==> src/sar_pkg.sv <==
package sar_pkg;

    // Channel select codes
    localparam logic [4:0] CH_PIN_LAST = 5'h05;
    localparam logic [4:0] CH_BANDGAP = 5'h06;
    localparam logic [4:0] CH_REF_HIGH = 5'h1D;
    localparam logic [4:0] CH_REF_LOW = 5'h1E;
    localparam logic [4:0] CH_POWER_OFF = 5'h1F;

    // Reset values of the control fields
    localparam logic [4:0] CHANNEL_RESET = 5'h1F;
    localparam logic [2:0] DIVIDE_RESET = 3'h0;
    localparam logic [1:0] JUSTIFY_RESET = 2'h1;

    // Justification modes
    localparam logic [1:0] JUST_LEFT = 2'h0;
    localparam logic [1:0] JUST_RIGHT = 2'h1;
    localparam logic [1:0] JUST_SIGNED = 2'h2;
    localparam logic [1:0] JUST_TRUNC = 2'h3;

    // Conversion length in converter cycles, start cycle included
    localparam logic [4:0] CONV_CYCLES = 5'h11;
    localparam int NUM_PINS = 6;

endpackage : sar_pkg

==> src/conv_clock_div.sv <==
`timescale 1ns/10ps
`default_nettype none

// Turns the chosen source tick into a converter clock enable, divide 2^sel
module conv_clock_div
    import sar_pkg::*;
(
    // Clock and reset
    input wire logic clk_sys,
    input wire logic rst_n,
    // Control
    input wire logic restart,
    input wire logic src_tick,
    input wire logic [2:0] divide_sel,
    // Enable output
    output logic conv_tick
);

    logic [6:0] cnt_r; // Source ticks seen
    logic [6:0] limit; // Last count before a tick

    assign limit = 7'((8'h01 << divide_sel) - 8'h01);
    assign conv_tick = src_tick && (cnt_r >= limit);

    // Count source ticks; restart aligns the first converter cycle
    always_ff @(posedge clk_sys or negedge rst_n) begin
        if (!rst_n) begin
            cnt_r <= 7'h00;
        end else if (restart || conv_tick) begin
            cnt_r <= 7'h00;
        end else if (src_tick) begin
            cnt_r <= cnt_r + 7'h01;
        end
    end

endmodule : conv_clock_div
`default_nettype wire

==> src/sar_adc_sequencer.sv <==
`timescale 1ns/10ps
`default_nettype none

module sar_adc_sequencer
    import sar_pkg::*;
(
    // Clock and reset
    input wire logic clk_sys,
    input wire logic rst_n,
    // Status/control register write
    input wire logic scr_wr,
    input wire logic [7:0] scr_wdata,
    // Clock config register write
    input wire logic clk_cfg_wr,
    input wire logic [7:0] clk_cfg_wdata,
    // Result register read strobes
    input wire logic res_high_rd,
    input wire logic res_low_rd,
    // Register read values
    output logic [7:0] scr_rdata,
    output logic [7:0] clk_cfg_rdata,
    output logic [7:0] result_high_reg,
    output logic [7:0] result_low_reg,
    // Clock sources and low-power state
    input wire logic oscillator_tick,
    input wire logic stop_mode,
    // Analog core
    output logic [4:0] channel_select,
    output logic converter_enable,
    output logic sample_strobe,
    input wire logic [9:0] core_result,
    // Shared port pins
    input wire logic [5:0] pin_in,
    input wire logic [5:0] port_data_latch,
    input wire logic [5:0] port_dir,
    output logic [5:0] pin_override,
    output logic [5:0] port_read,
    // Interrupt
    output logic conv_irq
);

    typedef enum {S_IDLE, S_CONV} state_t;

    state_t state_r;
    logic conv_irq_enable; // Interrupt enable bit
    logic continuous_select; // Continuous mode bit
    logic conv_done_flag; // Completion flag
    logic [2:0] clock_divide_select; // Divider field
    logic clock_source_select; // 1 picks oscillator
    logic justify_select_hi;
    logic justify_select_lo;
    logic [4:0] cyc_r; // Converter cycles left
    logic osc_s1_r, osc_s2_r; // Oscillator tick synchroniser (2 stages)
    logic osc_prev_r;
    logic [5:0] pin_s1_r, pin_s2_r; // Pin synchroniser
    logic irq_r;
    logic lock_r; // High read seen, low frozen
    logic stop_s1_r, stop_s2_r;
    logic [7:0] res_hi_r, res_lo_r;

    // Derived controls
    logic [1:0] justify;
    logic osc_edge;
    logic src_tick;
    logic conv_tick;
    logic powered;
    logic restart;
    logic start_ok; // Write that starts a conversion
    logic conv_end;
    logic store_ok;
    logic [7:0] fmt_hi, fmt_lo;
    logic [5:0] sel_onehot;

    assign justify = {justify_select_hi, justify_select_lo};
    assign osc_edge = osc_s2_r && !osc_prev_r;
    assign src_tick = clock_source_select ? osc_edge : 1'b1;
    assign powered = (channel_select != CH_POWER_OFF) && !stop_s2_r;
    assign restart = scr_wr;
    // Judged on the new channel, so a write out of power-off still starts
    assign start_ok = scr_wr && (scr_wdata[4:0] != CH_POWER_OFF) && !stop_s2_r;
    assign conv_end = (state_r == S_CONV) && conv_tick && (cyc_r == 5'h01);
    // Interlock: left/right/signed hold while high read awaits low read; truncated never
    assign store_ok = (justify == JUST_TRUNC) || !lock_r;

    // Oscillator tick is from another domain: two flops then edge detect
    always_ff @(posedge clk_sys or negedge rst_n) begin
        if (!rst_n) begin
            osc_s1_r <= 1'b0;
            osc_s2_r <= 1'b0;
            osc_prev_r <= 1'b0;
        end else begin
            osc_s1_r <= oscillator_tick;
            osc_s2_r <= osc_s1_r;
            osc_prev_r <= osc_s2_r;
        end
    end

    // Pin and stop synchronisers
    always_ff @(posedge clk_sys or negedge rst_n) begin
        if (!rst_n) begin
            pin_s1_r <= 6'h00;
            pin_s2_r <= 6'h00;
            stop_s1_r <= 1'b0;
            stop_s2_r <= 1'b0;
        end else begin
            pin_s1_r <= pin_in;
            pin_s2_r <= pin_s1_r;
            stop_s1_r <= stop_mode;
            stop_s2_r <= stop_s1_r;
        end
    end

    // Converter clock enable; first cycle may be partial
    conv_clock_div u_div (
        .clk_sys(clk_sys),
        .rst_n(rst_n),
        .restart(restart),
        .src_tick(src_tick),
        .divide_sel(clock_divide_select),
        .conv_tick(conv_tick)
    );

    // Control register fields
    always_ff @(posedge clk_sys or negedge rst_n) begin
        if (!rst_n) begin
            conv_irq_enable <= 1'b0;
            continuous_select <= 1'b0;
            channel_select <= CHANNEL_RESET;
        end else if (scr_wr) begin
            conv_irq_enable <= scr_wdata[6];
            continuous_select <= scr_wdata[5];
            channel_select <= scr_wdata[4:0];
        end
    end

    // Clock configuration fields
    always_ff @(posedge clk_sys or negedge rst_n) begin
        if (!rst_n) begin
            clock_divide_select <= DIVIDE_RESET;
            clock_source_select <= 1'b0;
            {justify_select_hi, justify_select_lo} <= JUSTIFY_RESET;
        end else if (clk_cfg_wr) begin
            clock_divide_select <= clk_cfg_wdata[7:5];
            clock_source_select <= clk_cfg_wdata[4];
            {justify_select_hi, justify_select_lo} <= clk_cfg_wdata[3:2];
        end
    end

    // Conversion sequencer: 17 converter cycles counting the partial first
    always_ff @(posedge clk_sys or negedge rst_n) begin
        if (!rst_n) begin
            state_r <= S_IDLE;
            cyc_r <= 5'h00;
        end else if (start_ok) begin
            state_r <= S_CONV;
            cyc_r <= CONV_CYCLES;
        end else if (!powered || restart) begin
            state_r <= S_IDLE;
            cyc_r <= 5'h00;
        end else begin
            case (state_r)
                S_IDLE: begin
                    state_r <= S_IDLE;
                end
                S_CONV: begin
                    if (conv_end) begin
                        state_r <= continuous_select ? S_CONV : S_IDLE;
                        cyc_r <= CONV_CYCLES - 5'h01;
                    end else if (conv_tick) begin
                        cyc_r <= cyc_r - 5'h01;
                    end
                end
                default: begin
                    state_r <= S_IDLE;
                end
            endcase
        end
    end

    // Result formatting; core already clamps to 000/3FF
    always_comb begin
        fmt_hi = 8'h00;
        fmt_lo = 8'h00;
        case (justify)
            JUST_LEFT: begin
                fmt_hi = core_result[9:2];
                fmt_lo = {core_result[1:0], 6'h00};
            end
            JUST_RIGHT: begin
                fmt_hi = {6'h00, core_result[9:8]};
                fmt_lo = core_result[7:0];
            end
            JUST_SIGNED: begin
                fmt_hi = {~core_result[9], core_result[8:2]};
                fmt_lo = {core_result[1:0], 6'h00};
            end
            default: begin
                fmt_lo = core_result[9:2];
            end
        endcase
    end

    // Result registers and read interlock
    always_ff @(posedge clk_sys or negedge rst_n) begin
        if (!rst_n) begin
            res_hi_r <= 8'h00;
            res_lo_r <= 8'h00;
            lock_r <= 1'b0;
        end else begin
            if (conv_end && store_ok) begin
                res_hi_r <= fmt_hi;
                res_lo_r <= fmt_lo;
            end
            if (res_low_rd) begin
                lock_r <= 1'b0;
            end else if (res_high_rd && (justify != JUST_TRUNC)) begin
                lock_r <= 1'b1;
            end
        end
    end

    // Completion flag and interrupt; a completion beats a same-cycle clear
    always_ff @(posedge clk_sys or negedge rst_n) begin
        if (!rst_n) begin
            conv_done_flag <= 1'b0;
            irq_r <= 1'b0;
        end else begin
            if (conv_end && !conv_irq_enable) begin
                conv_done_flag <= 1'b1;
            end else if (scr_wr || clk_cfg_wr || res_low_rd) begin
                conv_done_flag <= 1'b0;
            end
            if (conv_end && conv_irq_enable) begin
                irq_r <= 1'b1;
            end else if (scr_wr || res_low_rd) begin
                irq_r <= 1'b0;
            end
        end
    end

    // Port pin override for the selected pin channel
    always_comb begin
        sel_onehot = 6'h00;
        if (channel_select <= CH_PIN_LAST) begin
            sel_onehot[channel_select[2:0]] = 1'b1;
        end
    end

    assign pin_override = sel_onehot;
    assign port_read = (port_dir & port_data_latch) | (~port_dir & pin_s2_r);
    assign converter_enable = powered;
    assign sample_strobe = conv_end;
    assign conv_irq = irq_r;
    assign scr_rdata = {conv_done_flag && !conv_irq_enable, conv_irq_enable,
        continuous_select, channel_select};
    assign clk_cfg_rdata = {clock_divide_select, clock_source_select, justify, 2'h0};
    assign result_high_reg = res_hi_r;
    assign result_low_reg = res_lo_r;

    // Flag is set exactly at a completion with interrupts off
    done_flag_a: assert property (@(posedge clk_sys) disable iff (!rst_n)
        (conv_end && !conv_irq_enable) |=> conv_done_flag)
        else $error("done flag not set");

    // Interrupt set on completion when enabled
    irq_set_a: assert property (@(posedge clk_sys) disable iff (!rst_n)
        (conv_end && conv_irq_enable) |=> conv_irq)
        else $error("irq not raised");

    // Interrupt drops after low read without new completion
    irq_clear_a: assert property (@(posedge clk_sys) disable iff (!rst_n)
        (res_low_rd && !conv_end) |=> !conv_irq)
        else $error("irq not cleared");

    // Flag reads zero while interrupts enabled
    flag_mask_a: assert property (@(posedge clk_sys) disable iff (!rst_n)
        conv_irq_enable |-> !scr_rdata[7])
        else $error("flag visible with irq");

    // Control write starts a conversion
    start_conv_a: assert property (@(posedge clk_sys) disable iff (!rst_n)
        (scr_wr && scr_wdata[4:0] != CH_POWER_OFF && !stop_s2_r) |=>
        (state_r == S_CONV && cyc_r == CONV_CYCLES))
        else $error("conversion not started");

    // Stop abandons conversion
    stop_abort_a: assert property (@(posedge clk_sys) disable iff (!rst_n)
        stop_s2_r |=> (state_r == S_IDLE))
        else $error("stop did not abort");

    // Locked low result is not overwritten
    lock_hold_a: assert property (@(posedge clk_sys) disable iff (!rst_n)
        (lock_r && justify != JUST_TRUNC) |=> $stable(res_lo_r))
        else $error("locked result changed");

    // Selected pin is overridden only for pin channels
    pin_sel_a: assert property (@(posedge clk_sys) disable iff (!rst_n)
        (channel_select > CH_PIN_LAST) |-> (pin_override == 6'h00))
        else $error("bad pin override");

endmodule : sar_adc_sequencer
`default_nettype wire

==> config.mk <==
export PLATFORM = sky130hd
export DESIGN_NAME = sar_adc_sequencer
export DESIGN_NICKNAME = d
export VERILOG_FILES = /design/src/sar_pkg.sv /design/src/conv_clock_div.sv /design/src/sar_adc_sequencer.sv
export SDC_FILE = /design/constraint.sdc
export NUM_CORES = 1
export LEC_CHECK = 0
export BUFFER_PORTS_ARGS = -buffer_cell sky130_fd_sc_hd__buf_2
export CAP_MARGIN = 5
export CORE_MARGIN = 4
export CORE_UTILIZATION = 50
export DETAILED_ROUTE_END_ITERATION = 7
export GPL_TIMING_DRIVEN = 0
export PLACE_DENSITY = 0.87
export SLEW_MARGIN = 20
export SYNTH_ARGS = -nofsm -noshare
export SYNTH_HDL_FRONTEND = slang
export SYNTH_SLANG_ARGS = --single-unit
==> constraint.sdc <==
create_clock -name clk_sys -period 3.25 [get_ports clk_sys]
set_clock_uncertainty 0.05 [all_clocks]
set_input_delay 0.65 -clock clk_sys [delete_from_list [all_inputs] [get_ports clk_sys]]
set_output_delay 0.65 -clock clk_sys [all_outputs]
set_load 0.005 [all_outputs]
==> flow_summary_export.csv, run 1 <==
group,metric,value,unit
sta,slew_headroom,49.6,%
layout,syn2layout_area_growth,26.1,%
sta,min_period,3.22,ns
setup_path,start_kind,"flop",
setup_path,reg2reg_depth,8,
logic_synthesis,synthDistinctLibCells,53,
setup_path,crit_arrival,2.52,ns
global_route,grt_pass1_wl,12.2,mm
drt,wire_per_inst,15.8,µm
setup_path,path_class,"reg -> out",
setup_path,crit_chain,"or3_1, ha_1, nand2b_4, a2111o_1, a31oi_4, buf_6, nor2_2, buf_2",
drt,wl,7.30,mm
layout,finalNetCount,443,
logic_synthesis,synth-seq-cells,62,
setup_path,reg2reg_slack,0.48,ns
clock_network,clockRootBuffer,"clkbuf_8",
global_route,grt_max_degree,63,
sta,worstMarginPinSlew,0.757,ns
sta,rsz0062_at_grt,"true",
logic_synthesis,ys.warnings.count,0,
clock_network,numClockSinks,62,
power,p_leak,1.86,nW
power,power_density,472,nW/µm²
layout,drive_gt1_share,44.0,%
sta,tns,0,ns
setup_path,cpMaxStageDelayCell,"dfrtp_2",
clock_network,cts_max_path_buffers,2,
clock_network,cts_buffers,9,
sta,finalMaxSlewViolations,0,
sta,timing.fmax,311,MHz
drt,antenna_left,0,
place,port_buffers,96,
die,start_util,51.7,%
logic_synthesis,synth_largest_area_cell,"dfrtp_1",
drt,vias,2534,
setup_path,cp-end-kind,"output port",
logic_synthesis,seq_area_frac_synth,50.7,%
die,rows,28,
global_route,grt_pass1_vias,2639,
drt,drc,0,
logic_synthesis,synth_area_leaders,"dfrtp_1 (46%), mux2_2 (7.7%), dfstp_2 (5.1%)",
clock_network,cts.htree.levels,3,
setup_path,critPathMaxFanout,5,
setup_path,cp_data_required_time,2.55,ns
setup_path,slowest_delay,0.44,ns
die,dieArea,7480,µm²
min_path,min_path_cells,0,
min_path,hold_class,"reg -> reg",
layout,num-fill-cells,487,
global_route,grt_overflow,0,
logic_synthesis,yosysTopAreaCellShare,45.5,%
logic_synthesis,synth-edff-count,0,
global_route,grt_usage,21.0,%
flow_run,drv_cap,0,
power,ir_drop,0.291,mV
clock_network,postCtsHoldBufs,0,
die,die_h,86.5,µm
sta,post-route-period-util,99.0,%
sta,setup_viol,0,
drt,routed_via_density,5.50,
drt,dr.pass1.iters,4,
die,die_w,86.5,µm
logic_synthesis,synthArstFlopShare,100,%
clock_network,clk_latency,0.34,ns
layout,antenna_cells,0,
die,core_region_area,5960,µm²
run_status,status,"completed",
die,ios,104,
global_route,antenna_found_initial,0,
clock_network,cts_tree,"built",
sta,hold_violations,0,
logic_synthesis,synth_cells,269,
clock_network,path_clk_slew,0.07,ns
place,gp_congestion,0.891,
logic_synthesis,synth_flop_cell,"dfrtp_1",
logic_synthesis,synthesis.area,3080,µm²
power,power,1.83,mW
place,dp_hpwl,5.35,mm
logic_synthesis,avgSynthCellArea,11.4,µm²
drt,drt-initial-drc-count,164,
[routing by layer]
metal	routed length [µm]	track usage, %
met5	0	0
met4	108	9.21
met3	347	4.28
met2	3920	36.2
met1	2930	25.3
[kinds of logic (layout without fill, tap and decap cells)]
kind of cell / after synthesis / after routing / share of synthesized area, %
AND/OR/NAND/NOR: 72 / 72 / 13.5
flip-flops: 62 / 62 / 50.7
AO/OA/AOI/OAI: 61 / 61 / 14.5
multiplexers: 32 / 32 / 11.3
buffers and inverters: 31 / 147 / 5.85
adder cells (fa/ha/maj): 10 / 10 / 4.07
other: 1 / 2 / 0.122
[cells in the final DEF, fill, tap and decap left out, drive strengths merged, types with 10 or more instances in the layout]
| cell | Yosys | routed |
|---|---|---|
| buf | 16 | 116 |
| dfrtp | 56 | 56 |
| mux2 | 22 | 22 |
| nor2 | 17 | 17 |
| clkbuf | 5 | 15 |
| o21ai | 13 | 13 |
| nand2 | 13 | 13 |
| a21oi | 12 | 12 |
| inv | 10 | 10 |
| mux2i | 10 | 10 |
| ha | 10 | 10 |
[per-stage QoR]
step           cell area, µm²  cells  hold WS [ns]  util, %  setup slack, ns
2_1_floorplan            3080    270         0.281        -            0.468
3_3_place_gp             3660    441         0.282     61.4            0.189
3_5_place_dp             3660    441         0.285     61.4            0.177
4_1_cts                  3860    459         0.300     64.8           0.0434
5_1_grt                  3880    461         0.306     65.2          -0.0989
6_report                 3880    461         0.298     65.2           0.0328
[area by class of cell]
| class | instances | area [µm²] | area share (%) |
|---|---|---|---|
| clock inverters | 6 | 37.5 | 0.967 |
| repair buffers | 100 | 513 | 13.2 |
| inverters | 10 | 37.5 | 0.967 |
| multi-input cells | 177 | 1360 | 35.0 |
| clock buffers | 10 | 138 | 3.54 |
| plain buffers | 21 | 143 | 3.67 |
| flip-flops and latches | 62 | 1560 | 40.2 |
| well taps | 75 | 93.8 | 2.42 |
[power by group]
part	internal (mW)	leakage (nW)	switching, mW	total [mW]
registers	0.836	0.756	0.0535	0.890
clock network	0.293	0.0841	0.316	0.608
logic	0.173	1.02	0.160	0.333
[cell usage after synthesis, types with 7 or more instances]
cell type,count
nor2_1,16
nand2_1,13
dfrtp_1,56
o21ai_0,13
nand3_1,7
a22o_1,7
buf_4,12
a21oi_1,12
ha_1,10
mux2_2,21
mux2i_1,10
inv_1,10
nand3b_1,8
[critical path: cells and delay by family, from the launching register on]
kind / cells / cell delay, ns
fa+ha+maj: 1 / 0.28
compound gates: 2 / 0.63
flops: 1 / 0.44
buf+inv: 2 / 0.27
simple gates: 3 / 0.55
[worst paths after layout]
path,startpoint,endpoint
worst max-delay path,clock_divide_select[1],sample_strobe
worst min-delay path,pin_s1_r[4],pin_s2_r[4]
worst max register to register,clock_divide_select[1],result_high_reg[0]
worst min register to register,pin_s1_r[4],pin_s2_r[4]
max in group asynchronous,rst_n,clock_divide_select[2]
min in group asynchronous,rst_n,pin_s2_r[0]
[repair_timing]
| item | 4_1_cts | 5_1_grt |
|---|---|---|
| setup endpoints to repair | 1 | 1 |
| buffers inserted | 2 | 2 |
| pin swaps | 1 | 1 |
| resized for setup | 2 | 2 |
Note: power is estimated with default switching activity, not from simulation.
==> run 2: changes to the inputs <==
--- a/config.mk
+++ b/config.mk
@@ -7,7 +7,6 @@
 export LEC_CHECK = 0
 export BUFFER_PORTS_ARGS = -buffer_cell sky130_fd_sc_hd__buf_2
 export CAP_MARGIN = 5
-export CORE_MARGIN = 4
 export CORE_UTILIZATION = 50
 export DETAILED_ROUTE_END_ITERATION = 7
 export GPL_TIMING_DRIVEN = 0
==> run 2 against run 1 <==
Non-clock buffer count is 3 higher. Wire length is 1.4% lower. Global-route usage up 2.5 points. Sequential cell count unchanged. Via count up 0.16%. Combinational power is 3% higher. Final area rose by 0.71%. Largest cell class unchanged. Register-to-register slack got worse by 0.14 ns. Die area decreased by 13%. Clock power is essentially flat.
==> flow_summary_export.csv, run 2 (synthesis results as in run 1) <==
group,metric,value,unit
sta,slew_headroom,48.8,%
clock_network,clockRootBuffer,"clkbuf_8",
drt,routed_via_density,5.48,
place,dp_hpwl,5.17,mm
global_route,grt_pass1_wl,11.3,mm
global_route,grt_overflow,0,
sta,setup_viol,0,
die,start_util,52.0,%
setup_path,crit_arrival,2.54,ns
global_route,grt_usage,23.5,%
drt,wire_per_inst,15.5,µm
power,power_density,470,nW/µm²
sta,post-route-period-util,99.8,%
sta,min_period,3.24,ns
run_status,status,"completed",
drt,wl,7.20,mm
clock_network,cts_max_path_buffers,2,
sta,timing.fmax,308,MHz
sta,hold_violations,0,
sta,rsz0062_at_grt,"true",
setup_path,cp-end-kind,"output port",
sta,tns,0,ns
place,gp_congestion,0.834,
die,die_h,80.5,µm
clock_network,clk_latency,0.34,ns
setup_path,cp_data_required_time,2.55,ns
clock_network,numClockSinks,62,
global_route,antenna_found_initial,0,
setup_path,path_class,"reg -> out",
die,dieArea,6470,µm²
layout,syn2layout_area_growth,27.0,%
die,rows,28,
die,die_w,80.5,µm
sta,finalMaxSlewViolations,0,
drt,antenna_left,0,
flow_run,drv_cap,0,
clock_network,path_clk_slew,0.07,ns
layout,final_cell_area,3910,µm²
drt,drt-initial-drc-count,172,
drt,dr.pass1.iters,4,
layout,drive_gt1_share,44.1,%
drt,drc,0,
die,ios,104,
power,p_leak,1.87,nW
min_path,hold_class,"reg -> reg",
layout,finalNetCount,446,
drt,vias,2538,
layout,mostFrequentLayoutCells,"buf_2 (95), dfrtp_1 (54), mux2_2 (21)",
clock_network,postCtsHoldBufs,0,
setup_path,start_kind,"flop",
sta,hold-worst-slack,0.299,ns
global_route,grt_pass1_vias,2440,
layout,num-fill-cells,472,
setup_path,critPathMaxFanout,5,
global_route,grt_max_degree,63,
clock_network,cts_tree,"built",
layout,layout_commonest_cell,"buf_2",
die,core_region_area,5920,µm²
clock_network,cts_buffers,9,
place,port_buffers,96,
power,ir_drop,0.270,mV
clock_network,cts.htree.levels,3,
layout,antenna_cells,0,
place,place_area,3660,µm²
sta,worstMarginPinSlew,0.768,ns
==> run 2: changes by cell type in the layout (fill, tap and decap cells not counted) <==
cell        delta
nor2_4         +1
nor2_2         -1
clkinv_2       -2
clkbuf_8       +1
clkinvlp_4     -1
buf_4          +3
clkbuf_1       +1
==> run 2: where the power goes <==
part / switching, mW / internal, mW / total [mW] / leakage (nW)
Combinational: 0.164 / 0.179 / 0.342 / 1.03
Sequential: 0.0519 / 0.837 / 0.889 / 0.756
Clock: 0.292 / 0.313 / 0.605 / 0.0845
Total: 0.508 / 1.33 / 1.84 / 1.87
==> run 2: final cells by class <==
class                      count  area [µm²]  share of cell area, %
tap                           75        93.8                   2.40
multi-input combinational    177        1360                   34.9
buffer                        21         143                   3.65
clock buffer                  12         155                   3.97
sequential                    62        1560                   39.9
inverter                      10        37.5                  0.960
clock inverter                 3        20.0                  0.512
timing repair buffer         103         536                   13.7
==> run 2: worst paths after layout <==
kind                                              from                      to  slack (ns)  depth (start not counted)
worst max-delay path            clock_divide_select[2]           sample_strobe       0.006                          8
worst max register to register  clock_divide_select[2]      result_high_reg[0]        0.34                          9
worst min register to register             pin_s1_r[4]             pin_s2_r[4]        0.30                          0
min in group asynchronous                        rst_n             pin_s2_r[3]        0.35                          1
worst min-delay path                       pin_s1_r[4]             pin_s2_r[4]        0.30                          0
max in group asynchronous                        rst_n  clock_divide_select[1]        2.27                          1
==> run 2: metal layers <==
metal  track usage [%]  part of all wire [%]  vias up
li1                  -                     -     1204
met3              7.95                   4.9       18
met1              27.2                    41     1251
met4              8.93                   2.5        0
met2              39.9                    52       65
met5                 0                     0        -
==> run 2: timing repair <==
action | 4_1_cts | 5_1_grt
endpoints found under the setup margin | 1 | 1
pin swaps | 1 | 2
setup buffers | 2 | 5
gates resized for setup | 3 | 2
==> run 2: critical path: stages (launching register included) <==
cell,delay [ns]
dfrtp_2,0.43
or3_1,0.35
ha_1,0.28
nand2b_4,0.13
a2111o_1,0.46
a31oi_4,0.22
buf_6,0.14
nor2_4,0.04
buf_2,0.14
==> run 2: through the flow <==
| stage | instances | utilization (%) | power (mW) | setup WS, ns |
|---|---|---|---|---|
| finish | 463 | 66.0 | 1.84 | 0.00598 |
| global route | 463 | 66.0 | 1.93 | -0.0735 |
| CTS | 458 | 65.2 | 1.83 | 0.0120 |
| detailed placement | 441 | 61.8 | 1.22 | 0.164 |
| global placement | 441 | 61.7 | 1.20 | 0.190 |
| floorplan | 270 | - | 1.07 | 0.468 |
